File: src/logic/qgb_consts.svh
/*
 * Register indices, reset values and field positions of the quad bank
 * I/O block. Assumes it is included by the top module only.
 */
`ifndef QGB_CONSTS_SVH
`define QGB_CONSTS_SVH

// ********************************
// Register indices.
// ********************************
`define QGB_IX_ACT 8'h30
`define QGB_IX_D_DIR 8'hE0
`define QGB_IX_D_DAT 8'hE1
`define QGB_IX_D_POL 8'hE2
`define QGB_IX_A_DIR 8'hE3
`define QGB_IX_A_DAT 8'hE4
`define QGB_IX_A_POL 8'hE5
`define QGB_IX_A_EVT 8'hE6
`define QGB_IX_B_EVT 8'hE7
`define QGB_IX_C_EVT 8'hE8
`define QGB_IX_D_EVT 8'hE9
`define QGB_IX_B_DIR 8'hF0
`define QGB_IX_B_DAT 8'hF1
`define QGB_IX_B_POL 8'hF2
`define QGB_IX_C_DIR 8'hF4
`define QGB_IX_C_DAT 8'hF5
`define QGB_IX_C_POL 8'hF6
`define QGB_IX_IRQ_STAT 8'h40
`define QGB_IX_IRQ_MASK 8'h41

// ********************************
// Bus address fields.
// ********************************
`define QGB_ADDR_W 10
`define QGB_IX_MSB 9
`define QGB_IX_LSB 2

// ********************************
// Reset values.
// ********************************
`define QGB_RST_ACT 4'h0
`define QGB_RST_DIR 8'hFF
`define QGB_RST_DAT 8'h00
`define QGB_RST_POL 8'h00
`define QGB_RST_EVT 8'h00
`define QGB_RST_IRQ 4'h0

`endif

File: src/logic/qgb_pkg.sv
/*
 * Types shared by the quad bank I/O block.
 * Assumes the constants header sits in the same folder.
 */
package qgb_pkg;

	// ********************************
	// Per bank configuration.
	// ********************************
	typedef struct packed {
		logic [7:0] dir;
		logic [7:0] data;
		logic [7:0] pol;
	} qgb_bank_cfg_t;

	// ********************************
	// Bus request as seen by the decoder.
	// ********************************
	typedef struct packed {
		logic read;
		logic write;
		logic be0;
		logic [7:0] index;
		logic [7:0] wdata;
	} qgb_req_t;

	typedef enum logic {QGB_IDLE, QGB_ANSWER} qgb_bus_st_t;

endpackage : qgb_pkg

File: src/logic/qgb_top.sv
/*
 * Four 8-bit I/O banks with direction, data, polarity and edge event
 * registers, an Avalon-MM register slave and one level interrupt.
 * Assumes a single 40 MHz clock; pin inputs may be asynchronous.
 */
`timescale 1ns/1ps
`include "qgb_consts.svh"

module qgb_top (
	// Clock, reset and enable.
	input wire logic clk,
	input wire logic sys_rst,
	input wire logic ce,
	// Avalon-MM slave.
	input wire logic [`QGB_ADDR_W-1:0] avs_address,
	input wire logic avs_read,
	input wire logic avs_write,
	input wire logic [31:0] avs_writedata,
	input wire logic [3:0] avs_byteenable,
	output logic [31:0] avs_readdata,
	output logic avs_waitrequest,
	// Interrupt.
	output logic irq,
	// Bank a pins.
	input wire logic [7:0] bank_a_pins_in,
	output logic [7:0] bank_a_pins_out,
	output logic [7:0] bank_a_pins_oe_n,
	// Bank b pins.
	input wire logic [7:0] bank_b_pins_in,
	output logic [7:0] bank_b_pins_out,
	output logic [7:0] bank_b_pins_oe_n,
	// Bank c pins.
	input wire logic [7:0] bank_c_pins_in,
	output logic [7:0] bank_c_pins_out,
	output logic [7:0] bank_c_pins_oe_n,
	// Bank d pins.
	input wire logic [7:0] bank_d_pins_in,
	output logic [7:0] bank_d_pins_out,
	output logic [7:0] bank_d_pins_oe_n
);

	// ********************************
	// Register index tables, bank a first.
	// ********************************
	localparam logic [3:0][7:0] DIR_IX = {
		`QGB_IX_D_DIR, `QGB_IX_C_DIR, `QGB_IX_B_DIR, `QGB_IX_A_DIR
	};
	localparam logic [3:0][7:0] DAT_IX = {
		`QGB_IX_D_DAT, `QGB_IX_C_DAT, `QGB_IX_B_DAT, `QGB_IX_A_DAT
	};
	localparam logic [3:0][7:0] POL_IX = {
		`QGB_IX_D_POL, `QGB_IX_C_POL, `QGB_IX_B_POL, `QGB_IX_A_POL
	};
	localparam logic [3:0][7:0] EVT_IX = {
		`QGB_IX_D_EVT, `QGB_IX_C_EVT, `QGB_IX_B_EVT, `QGB_IX_A_EVT
	};

	// ********************************
	// Declarations.
	// ********************************
	qgb_pkg::qgb_req_t req;
	qgb_pkg::qgb_bus_st_t bus_st_r;
	qgb_pkg::qgb_bank_cfg_t [3:0] cfg_r;
	logic [3:0] act_r;
	logic [3:0] irq_stat_r;
	logic [3:0] irq_mask_r;
	logic [7:0] rdata_r;
	logic [7:0] rd_mux;
	logic take;
	logic wr_take;
	logic rd_take;
	logic [3:0][7:0] pin_raw;
	logic [3:0][7:0] sync1_r;
	logic [3:0][7:0] sync2_r;
	logic [3:0][7:0] prev_r;
	logic [3:0][7:0] evt_r;
	logic [3:0][7:0] edge_det;
	logic [3:0][7:0] pin_out;
	logic [3:0][7:0] pin_oe_n;
	logic [3:0][7:0] rd_part;
	logic [3:0] bank_event;

	// ********************************
	// Bus request and handshake.
	// ********************************
	assign req.read = avs_read;
	assign req.write = avs_write;
	assign req.be0 = avs_byteenable[0];
	assign req.index = avs_address[`QGB_IX_MSB:`QGB_IX_LSB];
	assign req.wdata = avs_writedata[7:0];

	// Each request waits one cycle so read data can come from a flop.
	assign take = ce & (bus_st_r == qgb_pkg::QGB_ANSWER);
	assign wr_take = take & req.write & req.be0;
	assign rd_take = take & req.read;
	assign avs_waitrequest = (req.read | req.write) & (bus_st_r != qgb_pkg::QGB_ANSWER);
	assign avs_readdata = {24'h000000, rdata_r};

	always_ff @(posedge clk or posedge sys_rst) begin
		if (sys_rst) begin
			bus_st_r <= qgb_pkg::QGB_IDLE;
		end else if (ce) begin
			case (bus_st_r)
				qgb_pkg::QGB_IDLE: begin
					if (req.read | req.write) begin
						bus_st_r <= qgb_pkg::QGB_ANSWER;
					end
				end
				qgb_pkg::QGB_ANSWER: begin
					bus_st_r <= qgb_pkg::QGB_IDLE;
				end
				default: begin
					bus_st_r <= qgb_pkg::QGB_IDLE;
				end
			endcase
		end
	end

	// Read data is captured in the waiting cycle and held until the next read.
	always_ff @(posedge clk or posedge sys_rst) begin
		if (sys_rst) begin
			rdata_r <= 8'h00;
		end else if (ce && bus_st_r == qgb_pkg::QGB_IDLE && req.read) begin
			rdata_r <= rd_mux;
		end
	end

	// ********************************
	// Pin gathering.
	// ********************************
	assign pin_raw[0] = bank_a_pins_in;
	assign pin_raw[1] = bank_b_pins_in;
	assign pin_raw[2] = bank_c_pins_in;
	assign pin_raw[3] = bank_d_pins_in;
	assign bank_a_pins_out = pin_out[0];
	assign bank_b_pins_out = pin_out[1];
	assign bank_c_pins_out = pin_out[2];
	assign bank_d_pins_out = pin_out[3];
	assign bank_a_pins_oe_n = pin_oe_n[0];
	assign bank_b_pins_oe_n = pin_oe_n[1];
	assign bank_c_pins_oe_n = pin_oe_n[2];
	assign bank_d_pins_oe_n = pin_oe_n[3];

	// ********************************
	// Bank activation.
	// ********************************
	always_ff @(posedge clk or posedge sys_rst) begin
		if (sys_rst) begin
			act_r <= `QGB_RST_ACT;
		end else if (wr_take && req.index == `QGB_IX_ACT) begin
			act_r <= req.wdata[3:0];
		end
	end

	// ********************************
	// Per bank logic.
	// ********************************
	genvar g;
	generate
		for (g = 0; g < 4; g++) begin : g_bank
			logic [7:0] level;

			// Pins are asynchronous, so two flops come before any use.
			always_ff @(posedge clk or posedge sys_rst) begin
				if (sys_rst) begin
					sync1_r[g] <= 8'h00;
					sync2_r[g] <= 8'h00;
					prev_r[g] <= 8'h00;
				end else if (ce) begin
					sync1_r[g] <= pin_raw[g];
					sync2_r[g] <= sync1_r[g];
					prev_r[g] <= sync2_r[g];
				end
			end

			// Both edges count, and only on active input pins.
			assign edge_det[g] = (sync2_r[g] ^ prev_r[g]) & cfg_r[g].dir
				& {8{act_r[g]}};

			// An inactive bank floats its pins.
			assign pin_out[g] = cfg_r[g].data ^ cfg_r[g].pol;
			assign pin_oe_n[g] = cfg_r[g].dir | {8{~act_r[g]}};

			assign level = sync2_r[g] ^ cfg_r[g].pol;

			always_ff @(posedge clk or posedge sys_rst) begin
				if (sys_rst) begin
					cfg_r[g].dir <= `QGB_RST_DIR;
				end else if (wr_take && req.index == DIR_IX[g]) begin
					cfg_r[g].dir <= req.wdata;
				end
			end

			always_ff @(posedge clk or posedge sys_rst) begin
				if (sys_rst) begin
					cfg_r[g].pol <= `QGB_RST_POL;
				end else if (wr_take && req.index == POL_IX[g]) begin
					cfg_r[g].pol <= req.wdata;
				end
			end

			// Input bits keep their stored value whatever is written.
			always_ff @(posedge clk or posedge sys_rst) begin
				if (sys_rst) begin
					cfg_r[g].data <= `QGB_RST_DAT;
				end else if (wr_take && req.index == DAT_IX[g]) begin
					cfg_r[g].data <= (req.wdata & ~cfg_r[g].dir)
						| (cfg_r[g].data & cfg_r[g].dir);
				end
			end

			// Only the bits handed out by the read are cleared, so a new
			// edge after the capture survives.
			always_ff @(posedge clk or posedge sys_rst) begin
				if (sys_rst) begin
					evt_r[g] <= `QGB_RST_EVT;
				end else if (ce) begin
					if (rd_take && req.index == EVT_IX[g]) begin
						evt_r[g] <= (evt_r[g] & ~rdata_r) | edge_det[g];
					end else begin
						evt_r[g] <= evt_r[g] | edge_det[g];
					end
				end
			end

			assign bank_event[g] = |edge_det[g];

			always_comb begin
				rd_part[g] = 8'h00;
				if (req.index == DIR_IX[g]) begin
					rd_part[g] = cfg_r[g].dir;
				end else if (req.index == DAT_IX[g]) begin
					rd_part[g] = (cfg_r[g].data & ~cfg_r[g].dir)
						| (level & cfg_r[g].dir);
				end else if (req.index == POL_IX[g]) begin
					rd_part[g] = cfg_r[g].pol;
				end else if (req.index == EVT_IX[g]) begin
					rd_part[g] = evt_r[g];
				end
			end
		end
	endgenerate

	// ********************************
	// Read multiplexer.
	// ********************************
	// Unmapped indices read as zero and ignore writes.
	always_comb begin
		rd_mux = 8'h00;
		for (int i = 0; i < 4; i++) begin
			rd_mux = rd_mux | rd_part[i];
		end
		if (req.index == `QGB_IX_ACT) begin
			rd_mux = {4'h0, act_r};
		end else if (req.index == `QGB_IX_IRQ_STAT) begin
			rd_mux = {4'h0, irq_stat_r};
		end else if (req.index == `QGB_IX_IRQ_MASK) begin
			rd_mux = {4'h0, irq_mask_r};
		end
	end

	// ********************************
	// Interrupt status and mask.
	// ********************************
	always_ff @(posedge clk or posedge sys_rst) begin
		if (sys_rst) begin
			irq_mask_r <= `QGB_RST_IRQ;
		end else if (wr_take && req.index == `QGB_IX_IRQ_MASK) begin
			irq_mask_r <= req.wdata[3:0];
		end
	end

	// A bank event in the clearing cycle is kept, as for the event bits.
	always_ff @(posedge clk or posedge sys_rst) begin
		if (sys_rst) begin
			irq_stat_r <= `QGB_RST_IRQ;
		end else if (ce) begin
			if (rd_take && req.index == `QGB_IX_IRQ_STAT) begin
				irq_stat_r <= (irq_stat_r & ~rdata_r[3:0]) | bank_event;
			end else begin
				irq_stat_r <= irq_stat_r | bank_event;
			end
		end
	end

	assign irq = |(irq_stat_r & irq_mask_r);

endmodule : qgb_top

File: config.mk
export PLATFORM = sky130hd
export DESIGN_NAME = qgb_top
export DESIGN_NICKNAME = d
export VERILOG_FILES = /design/src/logic/qgb_pkg.sv /design/src/logic/qgb_top.sv
export VERILOG_INCLUDE_DIRS = /design/src /design/src/logic
export SDC_FILE = /design/constraint.sdc
export NUM_CORES = 1
export LEC_CHECK = 0
export BUFFER_PORTS_ARGS = -buffer_cell sky130_fd_sc_hd__buf_2
export CAP_MARGIN = 10
export CORE_MARGIN = 3
export CORE_UTILIZATION = 35
export DETAILED_ROUTE_END_ITERATION = 12
export GPL_ROUTABILITY_DRIVEN = 0
export PLACE_DENSITY_LB_ADDON = 0.12
export REMOVE_ABC_BUFFERS = 1
export SLEW_MARGIN = 10
export SYNTH_ARGS = -nofsm -noshare
export SYNTH_HDL_FRONTEND = slang
export SYNTH_SLANG_ARGS = --single-unit
File: constraint.sdc
create_clock -name clk -period 7.8 [get_ports clk]
set_input_delay 0 -clock clk [delete_from_list [all_inputs] [get_ports clk]]
set_output_delay 0 -clock clk [all_outputs]
set_load 0.02 [all_outputs]
==> run metrics, run 1 <==
run status=finished clean; post-detail-place hpwl=27.4 mm; ANT nets after route=0; delay-heaviest family, CP=buffers and inverters; NumNets Final=1,383; async set-reset flop share out of synthesis=1.00; FF+latch count, synth=245; Die Y=197 um; # port buffers=127; IO Count=181; CTS tree=built; cts repair resizes=0; Clock transition at path regs=0.06 ns; die width=197 um; worst min-delay path class=input port to register; sequential element share of the synthesized area=0.482; # DRC=0; CP endpoint kind=register; DR pass1 iterations=5; top_reg_cell synth=dfrtp_1; max_cap viols=0; Die Area=38,900 um2; initial antenna violation count=1; number of synthesized flops with an enable pin=0; Final period util=0.323; critical setup path kind=input port to register; mapped cell area=12,800 um2; final setup vio count=0; DR vias/cell=5.36; leakage power=6.68 nW; largest fanout on the critical path=49; Final min period=2.52 ns; initial DRC count=603; Slew @ Worst Pin=1.20 ns; vias in the first global route=9,699; top cells by area in the synthesized netlist=dfrtp_1 (42%), mux2_2 (17%), dfstp_2 (6.6%); Final Util=0.426; Slowest-stage cell, CP=nor3b_2; sequence of cells on the critical path=dlygate4sd3_1 -> buf_4 -> buf_4 -> nand3_1 -> nor3b_2 -> nand2_1 -> o2bb2ai_1; most used cell along the critical path=buf_4; clock skew=0.0346 ns; Core Footprint=35,800 um2; largest net degree at the start of global routing=131; slowest stage delay, CP=0.70 ns; dominant cell type by area after synthesis=dfrtp_1; first-pass GRT wire length=61.2 mm; TritonCTS Buffers=29; Synth top area share=0.416; crit path buf inv count=3; clk root buf=clkbuf_16; Unique masters post-synth=69; Rows=69; # diodes=0; worst endpoint required time=8.21 ns; Slew Viols, Final=0; fmax=397 MHz; CP arrival=2.93 ns; Layout Area Growth over Synthesis=19.0%; Mapped Cells=1,147; synth warn=0; Avg Synthesized Cell Area=11.2 um2; CP Launch Type=input port; Final Hold Fails=0; total design power=3.27 mW; worst vdd ir=188 uV; Total GRT Usage=0.206; normalized max-slew margin=0.191; PwrDens=215 nW/um2; clk sink count=245; Starting Density=0.358; DRT Wirelength=40.3 mm; vias post-DR=9,565; setup TNS=0 ns; RSZ-0062 raised after global routing=no; clk buf depth=3; H-tree depth=1; GRT overflow=0; WL per Instance=22.6 um; clk_lat worst skew=0.58 ns; hold_ws=0.0568 ns; share of cells above drive strength 1=0.336
[worst paths after layout]
path                           startpoint           to  slack (ns)  cells past startpoint
min in group asynchronous         sys_rst   sync1_r[7]        0.12                      3
setup / recovery                       ce     evt_r[8]        5.28                      7
setup reg to reg                 bus_st_r    cfg_r[25]        5.36                      4
max in group asynchronous         sys_rst  sync2_r[11]        6.46                      4
hold / removal             avs_address[4]   rdata_r[0]        0.06                      5
hold reg to reg                  evt_r[3]     evt_r[3]        0.49                      1
[routing by layer]
| layer | vias to the layer above | wire length, um | track usage |
|---|---|---|---|
| met1 | 4808 | 18500 | 0.295 |
| met2 | 310 | 18000 | 0.321 |
| li1 | 4376 | - | - |
| met4 | 0 | 964 | 0.0504 |
| met3 | 71 | 2760 | 0.0428 |
| met5 | - | 0 | 0 |
[tightest hold or removal path: cells and delay by family]
family	cells	cell delay [ns]
AOI/OAI and AO/OA	2	0.20
buffers and inverters	1	0.18
and+or+nand+nor	2	0.18
[metrics by stage]
stage	worst slack (ns)	instances	cell area [um2]
after floorplan	1.12	1081	12400
after global routing	5.05	1784	15300
final	5.28	1784	15300
after global placement	5.17	1677	13700
after CTS	5.29	1784	15300
after detailed placement	5.14	1677	13700
[synth_stat cells, drive strengths merged, types with 2 or more instances]
cell type	number
and3	6
mux2i	2
a31oi	18
a21oi	46
nor2	78
nor3	15
dfstp	32
a32oi	2
clkbuf	33
nor3b	6
a311oi	4
mux2	200
o21ai	41
xor2	64
a22oi	14
o32a	2
inv	13
nor4	8
nand3b	3
nand4	10
o22ai	10
a211oi	14
nand2	81
buf	56
nor2b	2
or3	5
o32ai	2
a22o	8
or2	7
nand2b	36
o211ai	3
o2bb2ai	27
xnor2	30
dfrtp	213
a2111oi	4
a221oi	2
nand3	36
[area by class of cell]
cell class	instances	area [um2]
Clock buffer	41	801
Clock inverter	13	201
Fill cell	3497	20600
Inverter	13	56.3
Multi-Input combinational cell	823	6200
Sequential cell	245	6170
Tap cell	461	577
Timing Repair Buffer	188	1240
[cell families (layout without fill, tap and decap cells)]
kind of cell / Yosys count / count (layout) / synth area share
AOI/OAI and AO/OA: 205 / 205 / 0.107
xor gates and xnor gates: 94 / 94 / 0.0643
buffers and inverters: 102 / 255 / 0.0415
DFF: 245 / 245 / 0.482
muxes: 202 / 202 / 0.180
other: 1 / 24 / 0.000293
and+or+nand+nor: 298 / 298 / 0.126
[power by group]
part / switching, mW / internal (mW) / leakage [nW] / total, mW
registers: 0.105 / 1.37 / 3.01 / 1.47
logic: 0.189 / 0.168 / 3.20 / 0.357
clock network: 0.564 / 0.880 / 0.481 / 1.44
[layout by cell type (no fill, tap or decap), types with 8 or more instances in the layout]
cell type	n
a211oi_1	14
dlygate4sd3_1	53
xor2_1	64
xnor2_1	30
a22o_1	8
clkbuf_1	9
mux2_2	192
a21oi_1	45
conb_1	24
o21ai_0	38
nor2_1	69
inv_1	11
dfstp_2	32
nand4_1	9
nand2_1	81
o2bb2ai_1	27
nand2b_1	36
buf_2	126
o22ai_1	10
a31oi_1	18
a22oi_1	14
nor2_2	9
buf_4	8
mux2_4	8
dfrtp_1	213
nor3_1	8
nand3_1	36
clkbuf_16	29
[what timing repair did]
item / CTS / global route
setup buffers: 0 / 0
hold buffers: 53 / 0
endpoints found under the hold margin: 203 / 0
(Power assumes the default switching activity.)
==> run 2: changes to the inputs <==
--- a/config.mk
+++ b/config.mk
@@ -6,6 +6,7 @@
 export SDC_FILE = /design/constraint.sdc
 export NUM_CORES = 1
 export LEC_CHECK = 0
+export ABC_AREA = 1
 export BUFFER_PORTS_ARGS = -buffer_cell sky130_fd_sc_hd__buf_2
 export CAP_MARGIN = 10
 export CORE_MARGIN = 3
==> constraint.sdc (replaced) <==
create_clock -name clk -period 2.3 [get_ports clk]
set_input_delay 0 -clock clk [delete_from_list [all_inputs] [get_ports clk]]
set_output_delay 0 -clock clk [all_outputs]
set_load 0.02 [all_outputs]
==> run 2 against run 1 <==
Critical endpoint is now act_r[0]. Synthesized area is 3.1% lower. Non-clock buffer count up 3. Worst hold slack got worse by 0.022 ns. Register-to-register slack lost 4.9 ns. Critical path type is now register to register. Highest routed layer unchanged.
==> run metrics, run 2 <==
Layout Area Growth over Synthesis=20.0% (was 19.0%); critical path launch point=bus_st_r (was ce); clk sink count=245 (unchanged); first-pass GRT wire length=63.6 mm (was 61.2 mm); commonest cells in the netlist=nand2_1 (548), o21ai_0 (218), dfrtp_1 (213), inv_1 (110), nor2_1 (73) (was dfrtp_1 (213), mux2_2 (192), nand2_1 (81), nor2_1 (69), xor2_1 (64)); Final min period=1.81 ns; Clock transition at path regs=0.06 ns (about the same); clk root buf=clkbuf_16 (unchanged); FF+latch count, synth=245 (unchanged); Post-CTS Setup Bufs=0 (unchanged); max_cap viols=0 (unchanged); # DRC=0 (unchanged); fmax=553 MHz; largest fanout on the critical path=8 (was 49); most common cell after layout, fill and taps aside=nand2_1 (was dfrtp_1); Final Hold Fails=0 (unchanged); run status=finished clean (unchanged); Synth top area share=0.429 (was 0.416); slowest stage delay, CP=0.41 ns (was 0.70 ns); R2R Path Start=bus_st_r (unchanged); worst endpoint required time=2.76 ns (was 8.21 ns); NumNets Final=1,830 (was 1,383); most frequent cells in the layout=nand2_1 (548), o21ai_0 (218), dfrtp_1 (213) (was dfrtp_1 (213), mux2_2 (192), buf_2 (126)); sequential element share of the synthesized area=0.497 (was 0.482); clk_lat worst skew=0.57 ns (was 0.58 ns); Avg Synthesized Cell Area=7.87 um2 (was 11.2 um2); Slew @ Worst Pin=0.751 ns (was 1.20 ns); final setup vio count=0 (unchanged); Total GRT Usage=0.215 (was 0.206); r2r worst-path depth=5 (was 4); number of synthesized flops with an enable pin=0 (unchanged); post-detail-place hpwl=28.5 mm (was 27.4 mm); dominant cell type by area after synthesis=dfrtp_1 (unchanged); DR vias/cell=4.99 (was 5.36); initial DRC count=661 (was 603); Starting Density=0.358 (about the same); mapped cell area=12,400 um2 (was 12,800 um2); # port buffers=127 (unchanged); Slowest-stage cell, CP=dfrtp_1 (was nor3b_2); CTS tree=built (unchanged); Core Footprint=34,700 um2 (was 35,800 um2); DRT Wirelength=41.2 mm (was 40.3 mm); die width=194 um (was 197 um); share of cells above drive strength 1=0.159 (was 0.336); setup TNS=0 ns (unchanged); hold_ws=0.0347 ns (was 0.0568 ns); leakage power=6.93 nW (was 6.68 nW); clock skew=0.0100 ns (was 0.0346 ns); Die Area=37,800 um2 (was 38,900 um2); async set-reset flop share out of synthesis=1.00 (unchanged); TritonCTS Buffers=29 (unchanged); Post-DP Area=13,500 um2 (was 13,700 um2); RSZ-0062 raised after global routing=no (unchanged); Final Util=0.429 (was 0.426); clk buf depth=3 (unchanged); GRT overflow=0 (unchanged); initial antenna violation count=0 (was 1); top_reg_cell synth=dfrtp_1 (unchanged); Die Y=194 um (was 197 um); vias post-DR=11,094 (was 9,565); worst setup path end=act_r[0] (was evt_r[8]); worst reg2reg endpoint=act_r[0] (was cfg_r[25]); IO Count=181 (unchanged); largest net degree at the start of global routing=74 (was 131); synth warn=0 (unchanged); sequence of cells on the critical path=nand4_2 -> inv_1 -> buf_4 -> nand2_1 -> o21ai_0 (was dlygate4sd3_1 -> buf_4 -> buf_4 -> nand3_1 -> nor3b_2 -> nand2_1 -> o2bb2ai_1); normalized max-slew margin=0.500 (was 0.191); worst vdd ir=600 uV (was 188 uV); Final period util=0.786; Unique masters post-synth=44 (was 69); R2R Setup Slk=0.49 ns (was 5.36 ns); Final WS setup=0.492 ns (was 5.28 ns); pre-CTS WS=0.552 ns (was 5.14 ns); # diodes=0 (unchanged); ANT nets after route=0 (unchanged); final instance area=14,900 um2 (was 15,300 um2); CP endpoint kind=register (unchanged); CP Launch Type=register (was input port); vias in the first global route=10,655 (was 9,699); critical setup path kind=register to register (was input port to register); worst min-delay path class=input port to register (unchanged); Rows=68 (was 69); WL per Instance=18.5 um (was 22.6 um); CP arrival=2.27 ns (was 2.93 ns); top cells by area in the synthesized netlist=dfrtp_1 (43%), nand2_1 (17%), o21ai_0 (8.8%) (was dfrtp_1 (42%), mux2_2 (17%), dfstp_2 (6.6%)); Slew Viols, Final=0 (unchanged); PwrDens=694 nW/um2 (was 215 nW/um2); H-tree depth=1 (unchanged); Mapped Cells=1,578 (was 1,147); DR pass1 iterations=5 (unchanged); most numerous cell in the Yosys netlist=nand2_1 (was dfrtp_1)
run 2: cell types whose count changed in the layout (fill, tap and decap cells not counted), sizes merged, moves of 18 or more:
cell	delta
inv	+110
o2bb2ai	-26
o21ai	+207
mux2	-200
nand2	+480
xor2	-31
nand2b	-36
nand3	+18
o211ai	+27
xnor2	-24
run 2: cells by family after synthesis:
logic type,synth area share
and+or+nand+nor,0.253
buffers and inverters,0.0695
other,0.000302
AOI/OAI and AO/OA,0.153
xor gates and xnor gates,0.0275
DFF,0.497
run 2: what timing repair did:
item | CTS | global route
endpoints found under the hold margin | 108 | 0
hold buffers | 40 | 0
gates resized for setup | 0 | 0
run 2: layout make-up:
| cell class | instances | area (um2) |
|---|---|---|
| clock buffer | 46 | 880 |
| multi-input combinational | 1157 | 5470 |
| fill | 3597 | 19800 |
| clock inverter | 8 | 97.6 |
| inverter | 123 | 472 |
| sequential | 245 | 6170 |
| timing repair buffer | 191 | 1240 |
| tap | 455 | 569 |
run 2: worst min-delay path by stage:
stage                          start          end  cells past startpoint
floorplan                         ce  sync2_r[25]                      1
global placement             sys_rst  sync1_r[30]                      2
detailed placement           sys_rst  sync1_r[30]                      2
CTS                 avs_writedata[5]     register                      3
global route        avs_writedata[5]     register                      3
finish              avs_writedata[5]     register                      3
run 2: where the power goes:
| part | total (mW) | switching, mW | leakage (nW) | internal [mW] |
|---|---|---|---|---|
| Sequential | 4.77 | 0.212 | 3.07 | 4.56 |
| Combinational | 0.850 | 0.581 | 3.37 | 0.268 |
| Clock | 4.73 | 1.89 | 0.484 | 2.83 |
| Total | 10.3 | 2.69 | 6.93 | 7.66 |
run 2: worst max-delay path: cells and delay by family (launching register included):
kind	cells	cell delay (ns)
flops	1	0.41
compound gates	1	0.31
simple gates	2	0.44
buf+inv	2	0.53
run 2: layer usage:
layer	vias to the layer above	part of all wire	GRT usage
met2	325	0.44	0.329
li1	5435	-	-
met4	0	0.032	0.0638
met3	72	0.057	0.0373
met5	-	0	0
met1	5262	0.47	0.313
run 2: stage by stage:
step / power [mW] / std cells
3_5_place_dp: 5.65 / 2131
6_report: 10.3 / 2225
5_1_grt: 10.8 / 2225
3_3_place_gp: 5.63 / 2131
4_1_cts: 10.5 / 2225
2_1_floorplan: 5.27 / 1525
